### src/pkg/acc_pkg.sv
`default_nettype none
package acc_pkg;
  // Register indices on the plain register port.
  localparam int unsigned ADDR_W = 2;
  localparam logic [1:0] STATUS_CONTROL_REG = 2'h0;
  localparam logic [1:0] RESULT_HIGH_REG    = 2'h1;
  localparam logic [1:0] RESULT_LOW_REG     = 2'h2;
  localparam logic [1:0] CLOCK_CONFIG_REG   = 2'h3;

  // Status and control register fields.
  localparam int unsigned SC_COMPLETE_BIT   = 7;
  localparam int unsigned SC_IRQ_EN_BIT     = 6;
  localparam int unsigned SC_CONTINUOUS_BIT = 5;
  localparam int unsigned CHANNEL_W         = 5;
  localparam logic [4:0]  CHANNEL_OFF       = 5'h1f;

  // Clock configuration register fields.
  localparam int unsigned CC_LOW_POWER_BIT  = 7;
  localparam int unsigned CC_DIV_HI         = 6;
  localparam int unsigned CC_DIV_LO         = 5;
  localparam int unsigned CC_LONG_SAMPLE_BIT = 4;
  localparam int unsigned CC_MODE_HI        = 3;
  localparam int unsigned CC_MODE_LO        = 2;
  localparam int unsigned CC_ASYNC_BIT      = 1;
  localparam int unsigned CC_BUS_CLK_BIT    = 0;

  // Conversion resolution codes and widths.
  localparam logic [1:0]  MODE_8BIT  = 2'h0;
  localparam logic [1:0]  MODE_10BIT = 2'h1;
  localparam int unsigned RESULT_W   = 10;
  localparam int unsigned SAR_W      = RESULT_W + 1;

  // Sample window lengths in converter clock ticks.
  localparam logic [4:0] SAMPLE_SHORT_TICKS = 5'h04;
  localparam logic [4:0] SAMPLE_LONG_TICKS  = 5'h18;

  // Reset values.
  localparam logic [7:0] CHANNEL_RESET  = 8'h1f;
  localparam logic [7:0] CLK_CFG_RESET  = 8'h00;

  typedef enum logic [1:0] {
    ACC_IDLE     = 2'b00,
    ACC_SAMPLE   = 2'b01,
    ACC_CONVERT  = 2'b11,
    ACC_TRANSFER = 2'b10
  } acc_state_t;
endpackage : acc_pkg
`default_nettype wire

### src/verilog/acc_top.sv
// Function
// - Convert selected input by 10-bit successive approximation.
// - Round result to nearest, not truncate.
// - Right-justified result; 8-bit into low only.
// - Set complete flag; interrupt only if enabled.
// - Converter clock: one of three sources, divided.
// - Source from async and input clock selects.
// - Async clock on only while converting, selected.
// - Async clock keeps running in stop mode.
// - Low-power bit picks slower async clock range.
// - Alternate clock is oscillator output clock.
// - Divide selected clock by 1, 2, 4, 8.
// - Exactly one channel connected, from channel select.
// - Resolution 10 or 8 bits from mode.
// - Control write starts conversion unless channel off.
// - No hardware trigger; software writes only.
// - Continuous mode restarts after each transfer.
// - Single mode powers converter down when done.
// - Low power, long sample, continuous supported.
// - Keep converting in wait; in stop only with async clock.
// - Control write aborts conversion in progress.
//
// Local design decisions: the register addresses and the plain strobed port.
`default_nettype none
module acc_top
  import acc_pkg::*;
#(
  parameter int unsigned SAR_BITS = acc_pkg::SAR_W
) (
  // Clock and reset
  input  wire logic                          I_SYS_CLK,
  input  wire logic                          I_RST_N,
  // Register port
  input  wire logic [acc_pkg::ADDR_W-1:0]    I_ADDR,
  input  wire logic [7:0]                    I_WDATA,
  input  wire logic                          I_WR,
  input  wire logic                          I_RD,
  output logic      [7:0]                    O_RDATA,
  output logic                               O_IRQ,
  // Clock sources and power modes
  input  wire logic                          I_ASYNC_CLK,
  input  wire logic                          I_OSC_OUT_CLK,
  input  wire logic                          I_STOP,
  output logic                               O_ASYNC_CLK_EN,
  output logic                               O_LOW_POWER,
  // Analog front end
  input  wire logic                          I_CMP_HIGH,
  output logic      [acc_pkg::CHANNEL_W-1:0] O_CHANNEL,
  output logic                               O_CHANNEL_EN,
  output logic                               O_SAMPLE,
  output logic                               O_CONV_POWER,
  output logic      [acc_pkg::SAR_W-1:0]     O_DAC_CODE
);
  import acc_pkg::*;

  // The rounding taps and the four-bit bit index serve exactly one guard
  // bit below a ten-bit result; other widths would need new taps.
  if (SAR_BITS != SAR_W) begin : g_bad_sar_bits
    $error("acc_top: SAR_BITS must equal one more than result width");
  end
  if (RESULT_W != 10) begin : g_bad_result_w
    $error("acc_top: the rounding taps serve a ten-bit result only");
  end
  // The status byte packs three flag bits above the channel field.
  if (CHANNEL_W != 5) begin : g_bad_channel_w
    $error("acc_top: the channel field must be five bits wide");
  end
  // A zero-length window would wrap the sample counter into a 32-tick window.
  if (SAMPLE_SHORT_TICKS == 5'h00 ||
      SAMPLE_LONG_TICKS == 5'h00) begin : g_bad_sample_len
    $error("acc_top: a sample window needs at least one tick");
  end

  acc_state_t                 state_r;
  acc_state_t                 state_nxt;
  logic [CHANNEL_W-1:0]       channel_r;
  logic                       irq_en_r;
  logic                       continuous_r;
  logic                       complete_r;
  logic                       low_power_r;
  logic [1:0]                 div_sel_r;
  logic                       long_sample_r;
  logic [1:0]                 mode_r;
  logic                       async_sel_r;
  logic                       bus_clk_sel_r;
  logic [1:0]                 result_high_r;
  logic [7:0]                 result_low_r;
  logic [SAR_W-1:0]           trial_r;
  logic [SAR_W-1:0]           trial_nxt;
  logic [3:0]                 bit_r;
  logic [4:0]                 sample_cnt_r;
  logic [2:0]                 div_cnt_r;
  logic                       async_prev_r;
  logic                       osc_prev_r;
  logic                       src_edge;
  logic                       tick;
  logic [2:0]                 div_mask;
  logic                       wr_sc;
  logic                       wr_cc;
  logic                       start;
  logic                       abort;
  logic                       transfer;
  logic [4:0]                 sample_len;
  logic [SAR_W:0]             round10;
  logic [SAR_W:0]             round8;
  logic [RESULT_W-1:0]        res10;
  logic [7:0]                 res8;

  assign wr_sc = I_WR && (I_ADDR == STATUS_CONTROL_REG);
  assign wr_cc = I_WR && (I_ADDR == CLOCK_CONFIG_REG);
  // Only a register write can start a conversion.
  assign start = wr_sc && (I_WDATA[CHANNEL_W-1:0] != CHANNEL_OFF);
  // Stop without the async clock loses the converter clock, so abort.
  // Any control write aborts; the start term then restarts.
  assign abort = wr_sc || wr_cc || (I_STOP && !async_sel_r);
  assign transfer = (state_r == ACC_TRANSFER);

  // Source edge select: async, alternate (oscillator output) or bus.
  // The async and alternate sources are sampled as data on the bus clock, so each must stay
  // below half the bus frequency or some of its edges are lost.
  always_comb begin
    if (async_sel_r) begin
      src_edge = I_ASYNC_CLK && !async_prev_r;
    end else if (bus_clk_sel_r) begin
      src_edge = 1'b1;
    end else begin
      src_edge = I_OSC_OUT_CLK && !osc_prev_r;
    end
  end

  // Divide ratio codes 00..11 give 1, 2, 4, 8.
  always_comb begin
    unique case (div_sel_r)
      2'b00: div_mask = 3'h0;
      2'b01: div_mask = 3'h1;
      2'b10: div_mask = 3'h3;
      2'b11: div_mask = 3'h7;
    endcase
  end
  assign tick = src_edge && ((div_cnt_r & div_mask) == div_mask);

  always_ff @(posedge I_SYS_CLK or negedge I_RST_N) begin
    if (!I_RST_N) begin
      async_prev_r <= 1'b0;
      osc_prev_r   <= 1'b0;
    end else begin
      async_prev_r <= I_ASYNC_CLK;
      osc_prev_r   <= I_OSC_OUT_CLK;
    end
  end

  // The divider restarts with every conversion started from idle or by a write,
  // so the first tick of such a sample window takes the full divided period.
  always_ff @(posedge I_SYS_CLK or negedge I_RST_N) begin
    if (!I_RST_N) begin
      div_cnt_r <= 3'h0;
    end else if (abort || state_r == ACC_IDLE) begin
      div_cnt_r <= 3'h0;
    end else if (src_edge) begin
      div_cnt_r <= div_cnt_r + 3'h1;
    end
  end

  assign sample_len = long_sample_r ? SAMPLE_LONG_TICKS
                                    : SAMPLE_SHORT_TICKS;

  always_comb begin
    state_nxt = state_r;
    unique case (state_r)
      ACC_IDLE: begin
        state_nxt = ACC_IDLE;
      end
      ACC_SAMPLE: begin
        if (tick && sample_cnt_r == 5'h01) begin
          state_nxt = ACC_CONVERT;
        end
      end
      ACC_CONVERT: begin
        if (tick && bit_r == 4'h0) begin
          state_nxt = ACC_TRANSFER;
        end
      end
      ACC_TRANSFER: begin
        // Continuous mode loops back, single mode powers down.
        state_nxt = continuous_r ? ACC_SAMPLE : ACC_IDLE;
      end
    endcase
    // Abort is applied last so that it overrides every state, and a
    // restarting write still lands in the sample state.
    if (abort) begin
      state_nxt = start ? ACC_SAMPLE : ACC_IDLE;
    end
  end

  // Wait mode has no input at all, and stop only matters through abort,
  // so conversions run on through wait, and through stop with the async clock.
  always_ff @(posedge I_SYS_CLK or negedge I_RST_N) begin
    if (!I_RST_N) begin
      state_r <= ACC_IDLE;
    end else begin
      state_r <= state_nxt;
    end
  end

  // The window is loaded on entry to sampling and again when a write
  // restarts a conversion that is already sampling.
  always_ff @(posedge I_SYS_CLK or negedge I_RST_N) begin
    if (!I_RST_N) begin
      sample_cnt_r <= 5'h00;
    end else if (state_nxt == ACC_SAMPLE && state_r != ACC_SAMPLE) begin
      sample_cnt_r <= sample_len;
    end else if (abort && start) begin
      sample_cnt_r <= sample_len;
    end else if (tick && state_r == ACC_SAMPLE) begin
      sample_cnt_r <= sample_cnt_r - 5'h01;
    end
  end

  // Successive approximation: keep the trial bit when the input is above
  // the DAC, then try the next lower bit.
  always_comb begin
    trial_nxt = trial_r;
    if (!I_CMP_HIGH) begin
      trial_nxt[bit_r] = 1'b0;
    end
    if (bit_r != 4'h0) begin
      trial_nxt[bit_r - 4'h1] = 1'b1;
    end
  end

  // One tick per approximation bit, the guard bit included, so both
  // output widths take the same number of ticks.
  always_ff @(posedge I_SYS_CLK or negedge I_RST_N) begin
    if (!I_RST_N) begin
      trial_r <= '0;
      bit_r   <= 4'h0;
    end else if (state_nxt == ACC_CONVERT && state_r != ACC_CONVERT) begin
      trial_r <= {1'b1, {(SAR_W-1){1'b0}}};
      bit_r   <= 4'(SAR_W - 1);
    end else if (tick && state_r == ACC_CONVERT) begin
      trial_r <= trial_nxt;
      if (bit_r != 4'h0) begin
        bit_r <= bit_r - 4'h1;
      end
    end
  end

  // The extra approximation bit lets both widths round to nearest;
  // a full-scale code saturates instead of wrapping to zero.
  assign round10 = {1'b0, trial_r} + {{SAR_W{1'b0}}, 1'b1};
  assign round8  = {1'b0, trial_r} + 12'h004;
  assign res10 = round10[SAR_W] ? {RESULT_W{1'b1}}
                                : round10[SAR_W-1:1];
  assign res8  = round8[SAR_W] ? 8'hff : round8[SAR_W-1:3];

  // An abort leaves both result bytes untouched; only a transfer
  // overwrites them.
  always_ff @(posedge I_SYS_CLK or negedge I_RST_N) begin
    if (!I_RST_N) begin
      result_high_r <= 2'h0;
      result_low_r  <= 8'h00;
    end else if (transfer) begin
      if (mode_r == MODE_10BIT) begin
        result_high_r <= res10[RESULT_W-1:8];
        result_low_r  <= res10[7:0];
      end else begin
        result_high_r <= 2'h0;
        result_low_r  <= res8;
      end
    end
  end

  // The flag rises with the transfer; a clearing write in the same cycle
  // loses so that a finished result is never missed.
  always_ff @(posedge I_SYS_CLK or negedge I_RST_N) begin
    if (!I_RST_N) begin
      complete_r <= 1'b0;
    end else if (transfer) begin
      complete_r <= 1'b1;
    end else if (wr_sc) begin
      complete_r <= 1'b0;
    end
  end

  // The transfer term lets the request follow the flag without waiting
  // an extra cycle for the flag register.
  always_ff @(posedge I_SYS_CLK or negedge I_RST_N) begin
    if (!I_RST_N) begin
      O_IRQ <= 1'b0;
    end else begin
      O_IRQ <= (complete_r || transfer) && irq_en_r;
    end
  end

  // A status write latches the channel even when it is the all-ones
  // code that leaves the converter idle.
  always_ff @(posedge I_SYS_CLK or negedge I_RST_N) begin
    if (!I_RST_N) begin
      channel_r    <= CHANNEL_RESET[CHANNEL_W-1:0];
      irq_en_r     <= 1'b0;
      continuous_r <= 1'b0;
    end else if (wr_sc) begin
      channel_r    <= I_WDATA[CHANNEL_W-1:0];
      irq_en_r     <= I_WDATA[SC_IRQ_EN_BIT];
      continuous_r <= I_WDATA[SC_CONTINUOUS_BIT];
    end
  end

  // Mode codes other than the ten-bit one fall back to eight-bit results.
  always_ff @(posedge I_SYS_CLK or negedge I_RST_N) begin
    if (!I_RST_N) begin
      low_power_r   <= CLK_CFG_RESET[CC_LOW_POWER_BIT];
      div_sel_r     <= CLK_CFG_RESET[CC_DIV_HI:CC_DIV_LO];
      long_sample_r <= CLK_CFG_RESET[CC_LONG_SAMPLE_BIT];
      mode_r        <= CLK_CFG_RESET[CC_MODE_HI:CC_MODE_LO];
      async_sel_r   <= CLK_CFG_RESET[CC_ASYNC_BIT];
      bus_clk_sel_r <= CLK_CFG_RESET[CC_BUS_CLK_BIT];
    end else if (wr_cc) begin
      low_power_r   <= I_WDATA[CC_LOW_POWER_BIT];
      div_sel_r     <= I_WDATA[CC_DIV_HI:CC_DIV_LO];
      long_sample_r <= I_WDATA[CC_LONG_SAMPLE_BIT];
      mode_r        <= I_WDATA[CC_MODE_HI:CC_MODE_LO];
      async_sel_r   <= I_WDATA[CC_ASYNC_BIT];
      bus_clk_sel_r <= I_WDATA[CC_BUS_CLK_BIT];
    end
  end

  // Read data stand for one cycle after the strobe and are zero
  // otherwise, so a stale byte is never taken for a fresh one.
  always_ff @(posedge I_SYS_CLK or negedge I_RST_N) begin
    if (!I_RST_N) begin
      O_RDATA <= 8'h00;
    end else if (I_RD) begin
      unique case (I_ADDR)
        STATUS_CONTROL_REG: O_RDATA <= {complete_r, irq_en_r, continuous_r,
                                        channel_r};
        RESULT_HIGH_REG:    O_RDATA <= {6'h00, result_high_r};
        RESULT_LOW_REG:     O_RDATA <= result_low_r;
        CLOCK_CONFIG_REG:   O_RDATA <= {low_power_r, div_sel_r,
                                        long_sample_r, mode_r,
                                        async_sel_r, bus_clk_sel_r};
      endcase
    end else begin
      O_RDATA <= 8'h00;
    end
  end

  // Analog side controls, all registered.
  always_ff @(posedge I_SYS_CLK or negedge I_RST_N) begin
    if (!I_RST_N) begin
      O_ASYNC_CLK_EN <= 1'b0;
      O_LOW_POWER    <= 1'b0;
      O_CHANNEL      <= CHANNEL_RESET[CHANNEL_W-1:0];
      O_CHANNEL_EN   <= 1'b0;
      O_SAMPLE       <= 1'b0;
      O_CONV_POWER   <= 1'b0;
      O_DAC_CODE     <= '0;
    end else begin
      // Async source runs only while busy with it selected; stop does
      // not gate it.
      O_ASYNC_CLK_EN <= (state_nxt != ACC_IDLE) && async_sel_r;
      O_LOW_POWER    <= low_power_r;
      O_CHANNEL      <= wr_sc ? I_WDATA[CHANNEL_W-1:0] : channel_r;
      O_CHANNEL_EN   <= (state_nxt != ACC_IDLE);
      O_SAMPLE       <= (state_nxt == ACC_SAMPLE);
      O_CONV_POWER   <= (state_nxt != ACC_IDLE);
      // The trial code leaves together with the state, so the comparator
      // has settled on it by the following tick.
      O_DAC_CODE     <= (tick && state_r == ACC_CONVERT) ? trial_nxt
                      : (state_nxt == ACC_CONVERT && state_r != ACC_CONVERT)
                      ? {1'b1, {(SAR_W-1){1'b0}}} : trial_r;
    end
  end
endmodule : acc_top
`default_nettype wire

### config.mk
export PLATFORM = sky130hd
export DESIGN_NAME = acc_top
export DESIGN_NICKNAME = d
export VERILOG_FILES = /design/src/pkg/acc_pkg.sv /design/src/verilog/acc_top.sv
export SDC_FILE = /design/constraint.sdc
export NUM_CORES = 1
export LEC_CHECK = 0
export BUFFER_PORTS_ARGS = -buffer_cell sky130_fd_sc_hd__buf_2
export CORE_MARGIN = 1.5
export CORE_UTILIZATION = 40
export CTS_CLUSTER_SIZE = 14
export DETAILED_ROUTE_END_ITERATION = 8
export SETUP_SLACK_MARGIN = 0.1
export SLEW_MARGIN = 15
export SYNTH_ARGS = -nofsm -noshare
export SYNTH_HDL_FRONTEND = slang
export SYNTH_SLANG_ARGS = --single-unit
### constraint.sdc
create_clock -name I_SYS_CLK -period 3.2 [get_ports I_SYS_CLK]
set_input_delay 0.64 -clock I_SYS_CLK [delete_from_list [all_inputs] [get_ports I_SYS_CLK]]
set_output_delay 0.64 -clock I_SYS_CLK [all_outputs]
set_load 0.03 [all_outputs]
# After elaboration in Yosys (flattened, before gate mapping)
# Cells that the tools add are included.
# classes
magnitude_cmp	4
bitwise	4
add_sub_neg	5
reduce_logical	37
n_mux	37
n_eq_ne	17
# ops
op	n
$mux W11	6
$pmux W8 S4	1
$mux W5	5
$mux W8	3
$logic_and A1 B1 Y1	18
$eq A2 B2 Y1 const B	7
$add A11 B1 Y12 const B	1
$add A11 B3 Y12 const B	1
$mux W4	3
$pmux W3 S4	1
$and A11 B11 Y11	1
$not A11 Y11	1
$or A11 B11 Y11	1
$eq A2 B1 Y1 const B	5
$lt A4 B5 Y1 const B	2
$mux W10	1
$reduce_bool A2 Y1	5
$demux W1 S4	2
$ge A4 B1 Y1 const B	2
$mux W1	8
$mux W2	4
$pmux W2 S4	1
$logic_not A2 Y1	3
$mux W3	2
15 further kinds	20
# totals
register_bits	77
input_bits	18
word_cells	130

# Longest topological paths before layout
# Gate-level depths: netlist of run 1.
# depth
ltp_word	13
depth_mapped	8

# Worst setup path before layout of run 1
# Ideal clock, no wire load.
# synth_path
path_kind	in2reg
start	input port I_ADDR[0] (netlist bit)
end	register sample_cnt_r[3]
path_slack_ns	1.142
t_arrival_ns	1.933
stages	6
n_path_buf	1
t_required_ns	3.075
setup_time_ns	0.125
path_cell_list	buf_2 -> nor2_1 -> nand2_2 -> a31oi_1 -> a31oi_1 -> mux2_2
# synth_between
elab_chain_len	8
elab_cells_between_ends	15
# synth_lines
item	line	rtl
start, declared	acc_top.sv:34	input wire logic [acc_pkg::ADDR_W-1:0] I_ADDR,
$logic_not A2 Y1 or $eq A2 B2 Y1 (tied branches)	acc_top.sv:109, acc_top.sv:110	
$logic_and A1 B1 Y1 (on tied branches)	acc_top.sv:109, acc_top.sv:110	
$logic_and A1 B1 Y1 or $logic_or A1 B1 Y1 (tied branches)	acc_top.sv:112, acc_top.sv:115	
$mux W1 or $logic_or A1 B1 Y1 (tied branches)	acc_top.sv:191, acc_top.sv:115	
$mux W2	acc_top.sv:190	if (abort) begin
$eq A2 B1 Y1	acc_top.sv:210	end else if (state_nxt == ACC_SAMPLE && state_r != ACC_SAMPLE) begin
$logic_and A1 B1 Y1	acc_top.sv:210	
$reduce_bool A3 Y1 (no source line) or $mux W5 (tied branches)	--	
end signal, assigned	acc_top.sv:211	sample_cnt_r <= sample_len;
end signal, assigned	acc_top.sv:213	sample_cnt_r <= sample_len;
end signal, assigned	acc_top.sv:215	sample_cnt_r <= sample_cnt_r - 5'h01;
end, declared	acc_top.sv:91	logic [4:0] sample_cnt_r;
# Several ways; a longest one is shown, not always the timed one.
# A chain may end at the register's enable or synchronous reset.

# Worst setup path in the final report of run 1
# layout_path
start	register sample_cnt_r[1]
end	register O_DAC_CODE[7] (netlist bit)
# layout_between
elab_chain_len	9
# layout_lines
item	line	rtl
$eq A5 B1 Y1	acc_top.sv:174	if (tick && sample_cnt_r == 5'h01) begin
$logic_and A1 B1 Y1	acc_top.sv:174	
$mux W2	acc_top.sv:174	
$pmux W2 S4	acc_top.sv:169	unique case (state_r)
$mux W2	acc_top.sv:190	
$eq A2 B2 Y1	acc_top.sv:370	: (state_nxt == ACC_CONVERT && state_r != ACC_CONVERT)
$logic_and A1 B1 Y1	acc_top.sv:370	
$mux W11	acc_top.sv:371	? {1'b1, {(SAR_W-1){1'b0}}} : trial_r;
$mux W11	acc_top.sv:369	O_DAC_CODE <= (tick && state_r == ACC_CONVERT) ? trial_nxt
end signal, assigned	acc_top.sv:369	
end, declared	acc_top.sv:52	output logic [acc_pkg::SAR_W-1:0] O_DAC_CODE
# Every way passes these cells.

==> results of run 1 <==
cell families (layout without fill, tap and decap cells):
logic type      Yosys count  after routing  share of synthesized area [%]
fa+ha+maj                10             10                           3.13
compound gates           82             82                           15.8
mux                      31             31                           9.14
flops                    77             77                           48.3
xor+xnor                 15             15                           3.29
simple gates            125            125                           16.5
buf+inv                  33             77                           3.82
cell type report:
type / instances / area, um2 / area share, %
tap: 133 / 166 / 3.70
clock buffer: 9 / 124 / 2.76
inverter: 13 / 48.8 / 1.09
multi-input combinational: 263 / 1910 / 42.6
sequential: 77 / 1930 / 43.0
timing repair buffer: 48 / 245 / 5.46
clock inverter: 7 / 62.6 / 1.39
registers in the layout, summed over array words and instances (netlist names), 2 cells and up:
signal,count
result_high_r,2
trial_r,11
mode_r,2
div_cnt_r,3
O_RDATA,8
result_low_r,8
bit_r,4
O_DAC_CODE,11
sample_cnt_r,5
state_r,2
O_CHANNEL,5
div_sel_r,2
worst max-delay path, cell delays in order (launching register included):
cell and delay [ns]:
dfrtp_1 0.40, inv_1 0.08, ha_1 0.14, or4b_4 0.49
a2111oi_4 0.38, nand4_4 0.34, inv_1 0.27, o21ai_0 0.14
path summary, 6_finish.rpt:
| kind | startpoint | endpoint | slack (ns) |
|---|---|---|---|
| min in group asynchronous | I_RST_N | O_ASYNC_CLK_EN$_DFF_PN0_ | 0.42 |
| max in group asynchronous | I_RST_N | trial_r[2]$_DFFE_PN0P_ | 2.17 |
| worst min register to register | low_power_r$_DFFE_PN0P_ | O_LOW_POWER$_DFF_PN0_ | 0.40 |
| worst max-delay path | sample_cnt_r[1]$_DFFE_PN0P_ | O_DAC_CODE[7]$_DFF_PN0_ | 0.83 |
| worst max register to register | sample_cnt_r[1]$_DFFE_PN0P_ | O_DAC_CODE[7]$_DFF_PN0_ | 0.83 |
| worst min-delay path | low_power_r$_DFFE_PN0P_ | O_LOW_POWER$_DFF_PN0_ | 0.40 |
routing by layer:
metal  up-vias  track usage (%)  wire (um)
met1      1426             24.0       4200
met2        69             28.4       4110
met4         0             7.38        129
li1       1450                -          -
met5         -                0          0
met3        10             3.39        378
cell usage after synthesis, types with 9 or more instances:
master / n
nand2_1: 27
inv_1: 13
xnor2_1: 11
clkbuf_1: 9
a21oi_1: 11
nor2_1: 17
nor2b_1: 14
mux2_2: 24
o21ai_0: 17
nand3_1: 27
ha_1: 10
dfrtp_1: 72
a32o_1: 16
through the flow:
step	std cells	hold slack, ns	utilization [%]
2_1_floorplan	373	0.344	-
3_3_place_gp	534	0.397	44.3
3_5_place_dp	534	0.387	44.3
4_1_cts	550	0.397	46.2
5_1_grt	550	0.403	46.2
6_report	550	0.402	46.2
where the power goes:
part,switching (mW),internal (mW)
sequential,0.113,1.08
combinational,0.303,0.208
clock,0.396,0.297
total,0.811,1.59
==> results.json, run 1 <==
{
  "gp_congestion": 0.809,
  "arrival_ns": 2.58,
  "setup_viol": 0,
  "cts_tree": "built",
  "die_x_um": 103,
  "layout_setup_ws_ns": 0.833,
  "synth_area_per_cell_um2": 10.7,
  "syn_nets": 401,
  "htree_num_levels": 3,
  "power_leakage_nw": 2.04,
  "worstMarginPinSlew_ns": 0.933,
  "dp_slack_ns": 0.727,
  "end_kind": "register",
  "r2r_cells": 7,
  "clk-insertion-delay-late_ns": 0.36,
  "path_clk_slew_ns": 0.09,
  "status": "completed",
  "die-area_mm2": 0.0106,
  "fp.dieH_um": 103,
  "ant_nets": 0,
  "critical_path_class": "register to register",
  "clock.fmax_mhz": 422,
  "clock-sinks": 77,
  "start_kind": "register",
  "initial_core_util_pct": 41.1,
  "nets": 440,
  "cts.path.max_buffers": 2,
  "numPortBuffers": 47,
  "drive_gt1_share_pct": 24.7,
  "num-fill-cells": 946,
  "final_common_cell": "dfrtp_1",
  "yosysWarnings": 0,
  "routed_via_density": 5.37,
  "yosys.area.top_type": "dfrtp_1",
  "cts_buffers": 9,
  "tns_ns": 0,
  "ys_seq_area_share_pct": 48.3,
  "cts_resized": 0,
  "routed_wl_um": 8820,
  "synth_cell_type_count": 53,
  "drt-initial-drc-count": 176,
  "rsz0062_at_grt": "no",
  "synth_area_mm2": 0.00400,
  "maxSlewViolCount": 0,
  "cts-root-buf": "clkbuf_8",
  "grt_max_degree": 78,
  "path_max_fanout": 22,
  "area_growth_pct": 12.4,
  "min_period_ns": 2.37,
  "grt_pass1_vias": 2790,
  "maxSlewHeadroom_pct": 37.8,
  "synth-edff-count": 0,
  "cts_hold_buf": 0,
  "synthArstFlopShare_pct": 100,
  "placed_cell_area_mm2": 0.00431,
  "final-hold-violation-count": 0,
  "antenna_found_initial": 0,
  "fin_area_mm2": 0.00449,
  "p_per_area_mw_per_mm2": 534,
  "synth_top_area_share_pct": 45.1,
  "synthCells": 373,
  "worstHoldPathCells": 0,
  "yosys_register_bits": 77,
  "hold_class": "register to register",
  "layout_common_cells": "72 x dfrtp_1, 46 x buf_2, 27 x nand2_1, 27 x nand3_1, 24 x mux2_2",
  "row_count": 36,
  "core_area_mm2": 0.00973,
  "cts_setup_buffers": 0,
  "fin_crit_sh_pct": 74.0,
  "io_pins": 48,
  "hpwl_um": 6460,
  "cp.required_ns": 3.41,
  "antenna_cells": 0,
  "maxCapViolations": 0,
  "num_vias": 2955,
  "grt.overflow.total": 0,
  "power_mw": 2.40,
  "yosys_most_used_dff": "dfrtp_1",
  "fin_skew_ns": 0.0141,
  "wire_per_inst_um": 16.0,
  "grt_pass1_wl_um": 14400,
  "ir_drop_uv": 276,
  "drc_errors": 0,
  "dr.pass1.iters": 4,
  "grt_usage_pct": 17.9,
  "synthTopCellsByArea": "dfrtp_1 45%, mux2_2 6.8%, a32o_1 4.0%, nand3_1 3.4%, dfstp_2 3.3%"
}
(Power assumes the default switching activity.)
==> run 2: changes to the inputs <==
Clock period 3.2 ns to 2.1 ns, I/O delays scaled along.
==> run 2 against run 1 <==
The run now ends with setup timing left. Count of clock-buffer cells in the layout up 1. Sequential cell count unchanged. Via count up 4.4%. Combinational power is 71% higher. Critical path depth did not move. Design area increased by 6.3%. Utilization grew 2.9 points. Register-to-register slack got worse by 0.84 ns. Die area did not move. Largest cell class is now multi-input gates. Largest power group unchanged.
==> results.json, run 2 (synthesized netlist as in run 1, its figures left out) <==
{
  "fp.dieH_um": 103,
  "cts.path.max_buffers": 2,
  "ff_latch_area_mm2": 0.00193,
  "htree_num_levels": 3,
  "antenna_found_initial": 0,
  "numPortBuffers": 47,
  "p_per_area_mw_per_mm2": 806,
  "dr.pass1.iters": 4,
  "final-hold-violation-count": 0,
  "power_mw": 3.85,
  "maxSlewViolCount": 0,
  "p_int_mw": 2.59,
  "io_pins": 48,
  "drive_gt1_share_pct": 29.9,
  "final_common_cell": "dfrtp_1",
  "switching_share_pct": 32.8,
  "setup_viol": 5,
  "maxSlewHeadroom_pct": 69.8,
  "antenna_cells": 0,
  "power_leakage_nw": 2.19,
  "violations": "setup timing",
  "status": "finished with violations",
  "area_growth_pct": 19.4,
  "grt_pass1_wl_um": 15300,
  "path_max_fanout": 6,
  "cts-root-buf": "clkbuf_8",
  "rsz0062_at_grt": "yes",
  "start_kind": "register",
  "gp_congestion": 0.815,
  "min_period_ns": 2.11,
  "maxCapViolations": 0,
  "num-fill-cells": 930,
  "hold_class": "primary input to register",
  "die-area_mm2": 0.0106,
  "critical_path_class": "register to register",
  "arrival_ns": 2.36,
  "routed_via_density": 5.37,
  "reg.largest.list": "O_DAC_CODE: 11 flops, trial_r: 11 flops",
  "num_vias": 3084,
  "cp.required_ns": 2.35,
  "comb_power_share_pct": 22.7,
  "clock.fmax_mhz": 475,
  "worstMarginPinSlew_ns": 0.451,
  "grt_pass1_vias": 3013,
  "fin_crit_sh_pct": 100,
  "wire_per_inst_um": 16.3,
  "layout_setup_ws_ns": -0.00668,
  "pwr-share-clk_pct": 30.0,
  "core_area_mm2": 0.00973,
  "hpwl_um": 6820,
  "grt_usage_pct": 18.9,
  "multi_input_area_mm2": 0.00195,
  "die_x_um": 103,
  "end_kind": "register",
  "layout_common_cells": "71 x dfrtp_1, 46 x buf_2, 27 x nand2_1, 27 x nand3_1, 24 x mux2_2",
  "dp_slack_ns": 0.0688,
  "clock-sinks": 77,
  "clk-insertion-delay-late_ns": 0.36,
  "drc_errors": 0,
  "path_clk_slew_ns": 0.08,
  "ant_nets": 0,
  "fin_skew_ns": 0.0132,
  "power.switching_mw": 1.26,
  "grt_max_degree": 39,
  "nets": 464,
  "routed_wl_um": 9360,
  "ir_drop_uv": 449,
  "row_count": 36,
  "cts_buffers": 9,
  "seqPwrFrac_pct": 47.3,
  "initial_core_util_pct": 41.1,
  "drt-initial-drc-count": 193,
  "cts_tree": "built",
  "grt.overflow.total": 0
}
[run 2: cell count changes in the layout (fill, tap and decap cells not counted), moves of 2 or more]
cell / delta
o21ai_0: -2
o21ai_1: +2
inv_1: -2
buf_4: +19
clkinvlp_4: -2
buf_12: +2
[run 2: timing repair]
action / 4_1_cts / 5_1_grt
setup endpoints to repair: 22 / 29
setup buffers: 0 / 1
gates resized for setup: 2 / 13
endpoints found under the hold margin: 10 / 0
cloned: 0 / 2
hold buffers: 1 / 0
pin swaps: 0 / 3
[run 2: routing by layer]
metal,vias up,GRT usage [%],wire length [um]
met5,-,0,0
met1,1493,25.4,4430
met2,84,30.2,4320
met3,18,4.20,446
li1,1489,-,-
met4,0,6.65,161
[run 2: power groups by stage]
stage          clock [mW]  sequential (mW)  combinational [mW]
3_5_place_dp            0             1.84               0.849
3_3_place_gp            0             1.83               0.830
2_1_floorplan           0             1.87               0.530
5_1_grt              1.24             1.85               0.967
6_report             1.15             1.82               0.875
4_1_cts              1.18             1.81               0.853
[run 2: cell type report]
cell class	count	share of cell area (%)
clock inverters	6	1.44
repair buffers	72	9.93
flip-flops and latches	77	40.5
inverters	13	1.18
multi-input cells	263	40.8
clock buffers	10	2.67
well taps	133	3.49
[run 2: worst paths after layout]
check	startpoint	endpoint	slack [ns]	cells past startpoint
hold / removal	I_ASYNC_CLK	async_prev_r$_DFF_PN0_	0.18	1
hold reg to reg	low_power_r$_DFFE_PN0P_	O_LOW_POWER$_DFF_PN0_	0.40	0
setup / recovery	sample_cnt_r[1]$_DFFE_PN0P_	O_DAC_CODE[5]$_DFF_PN0_	-0.007	7
setup reg to reg	sample_cnt_r[1]$_DFFE_PN0P_	O_DAC_CODE[5]$_DFF_PN0_	-0.007	7
min in group asynchronous	I_RST_N	div_cnt_r[2]$_DFFE_PN0P_	0.44	2
max in group asynchronous	I_RST_N	O_CHANNEL[1]$_DFFE_PN1P_	1.03	3
[run 2: critical path: stages (launching register included)]
cell and delay, ns:
dfrtp_1 0.39, inv_2 0.08, ha_4 0.11, or4b_4 0.48, a2111oi_4 0.27, nand4_4 0.20, clkbuf_16 0.22, a32o_1 0.24
[run 2: stage by stage]
stage	hold slack (ns)	instance area [um2]	setup TNS [ns]	utilization [%]	std cells
3_5_place_dp	0.280	4480	0	46.1	554
3_3_place_gp	0.281	4480	0	46.1	554
5_1_grt	0.174	4770	-1.22	49.1	574
2_1_floorplan	0.124	4000	0	-	373
6_report	0.182	4770	-0.0184	49.1	574
4_1_cts	0.174	4690	0	48.2	571
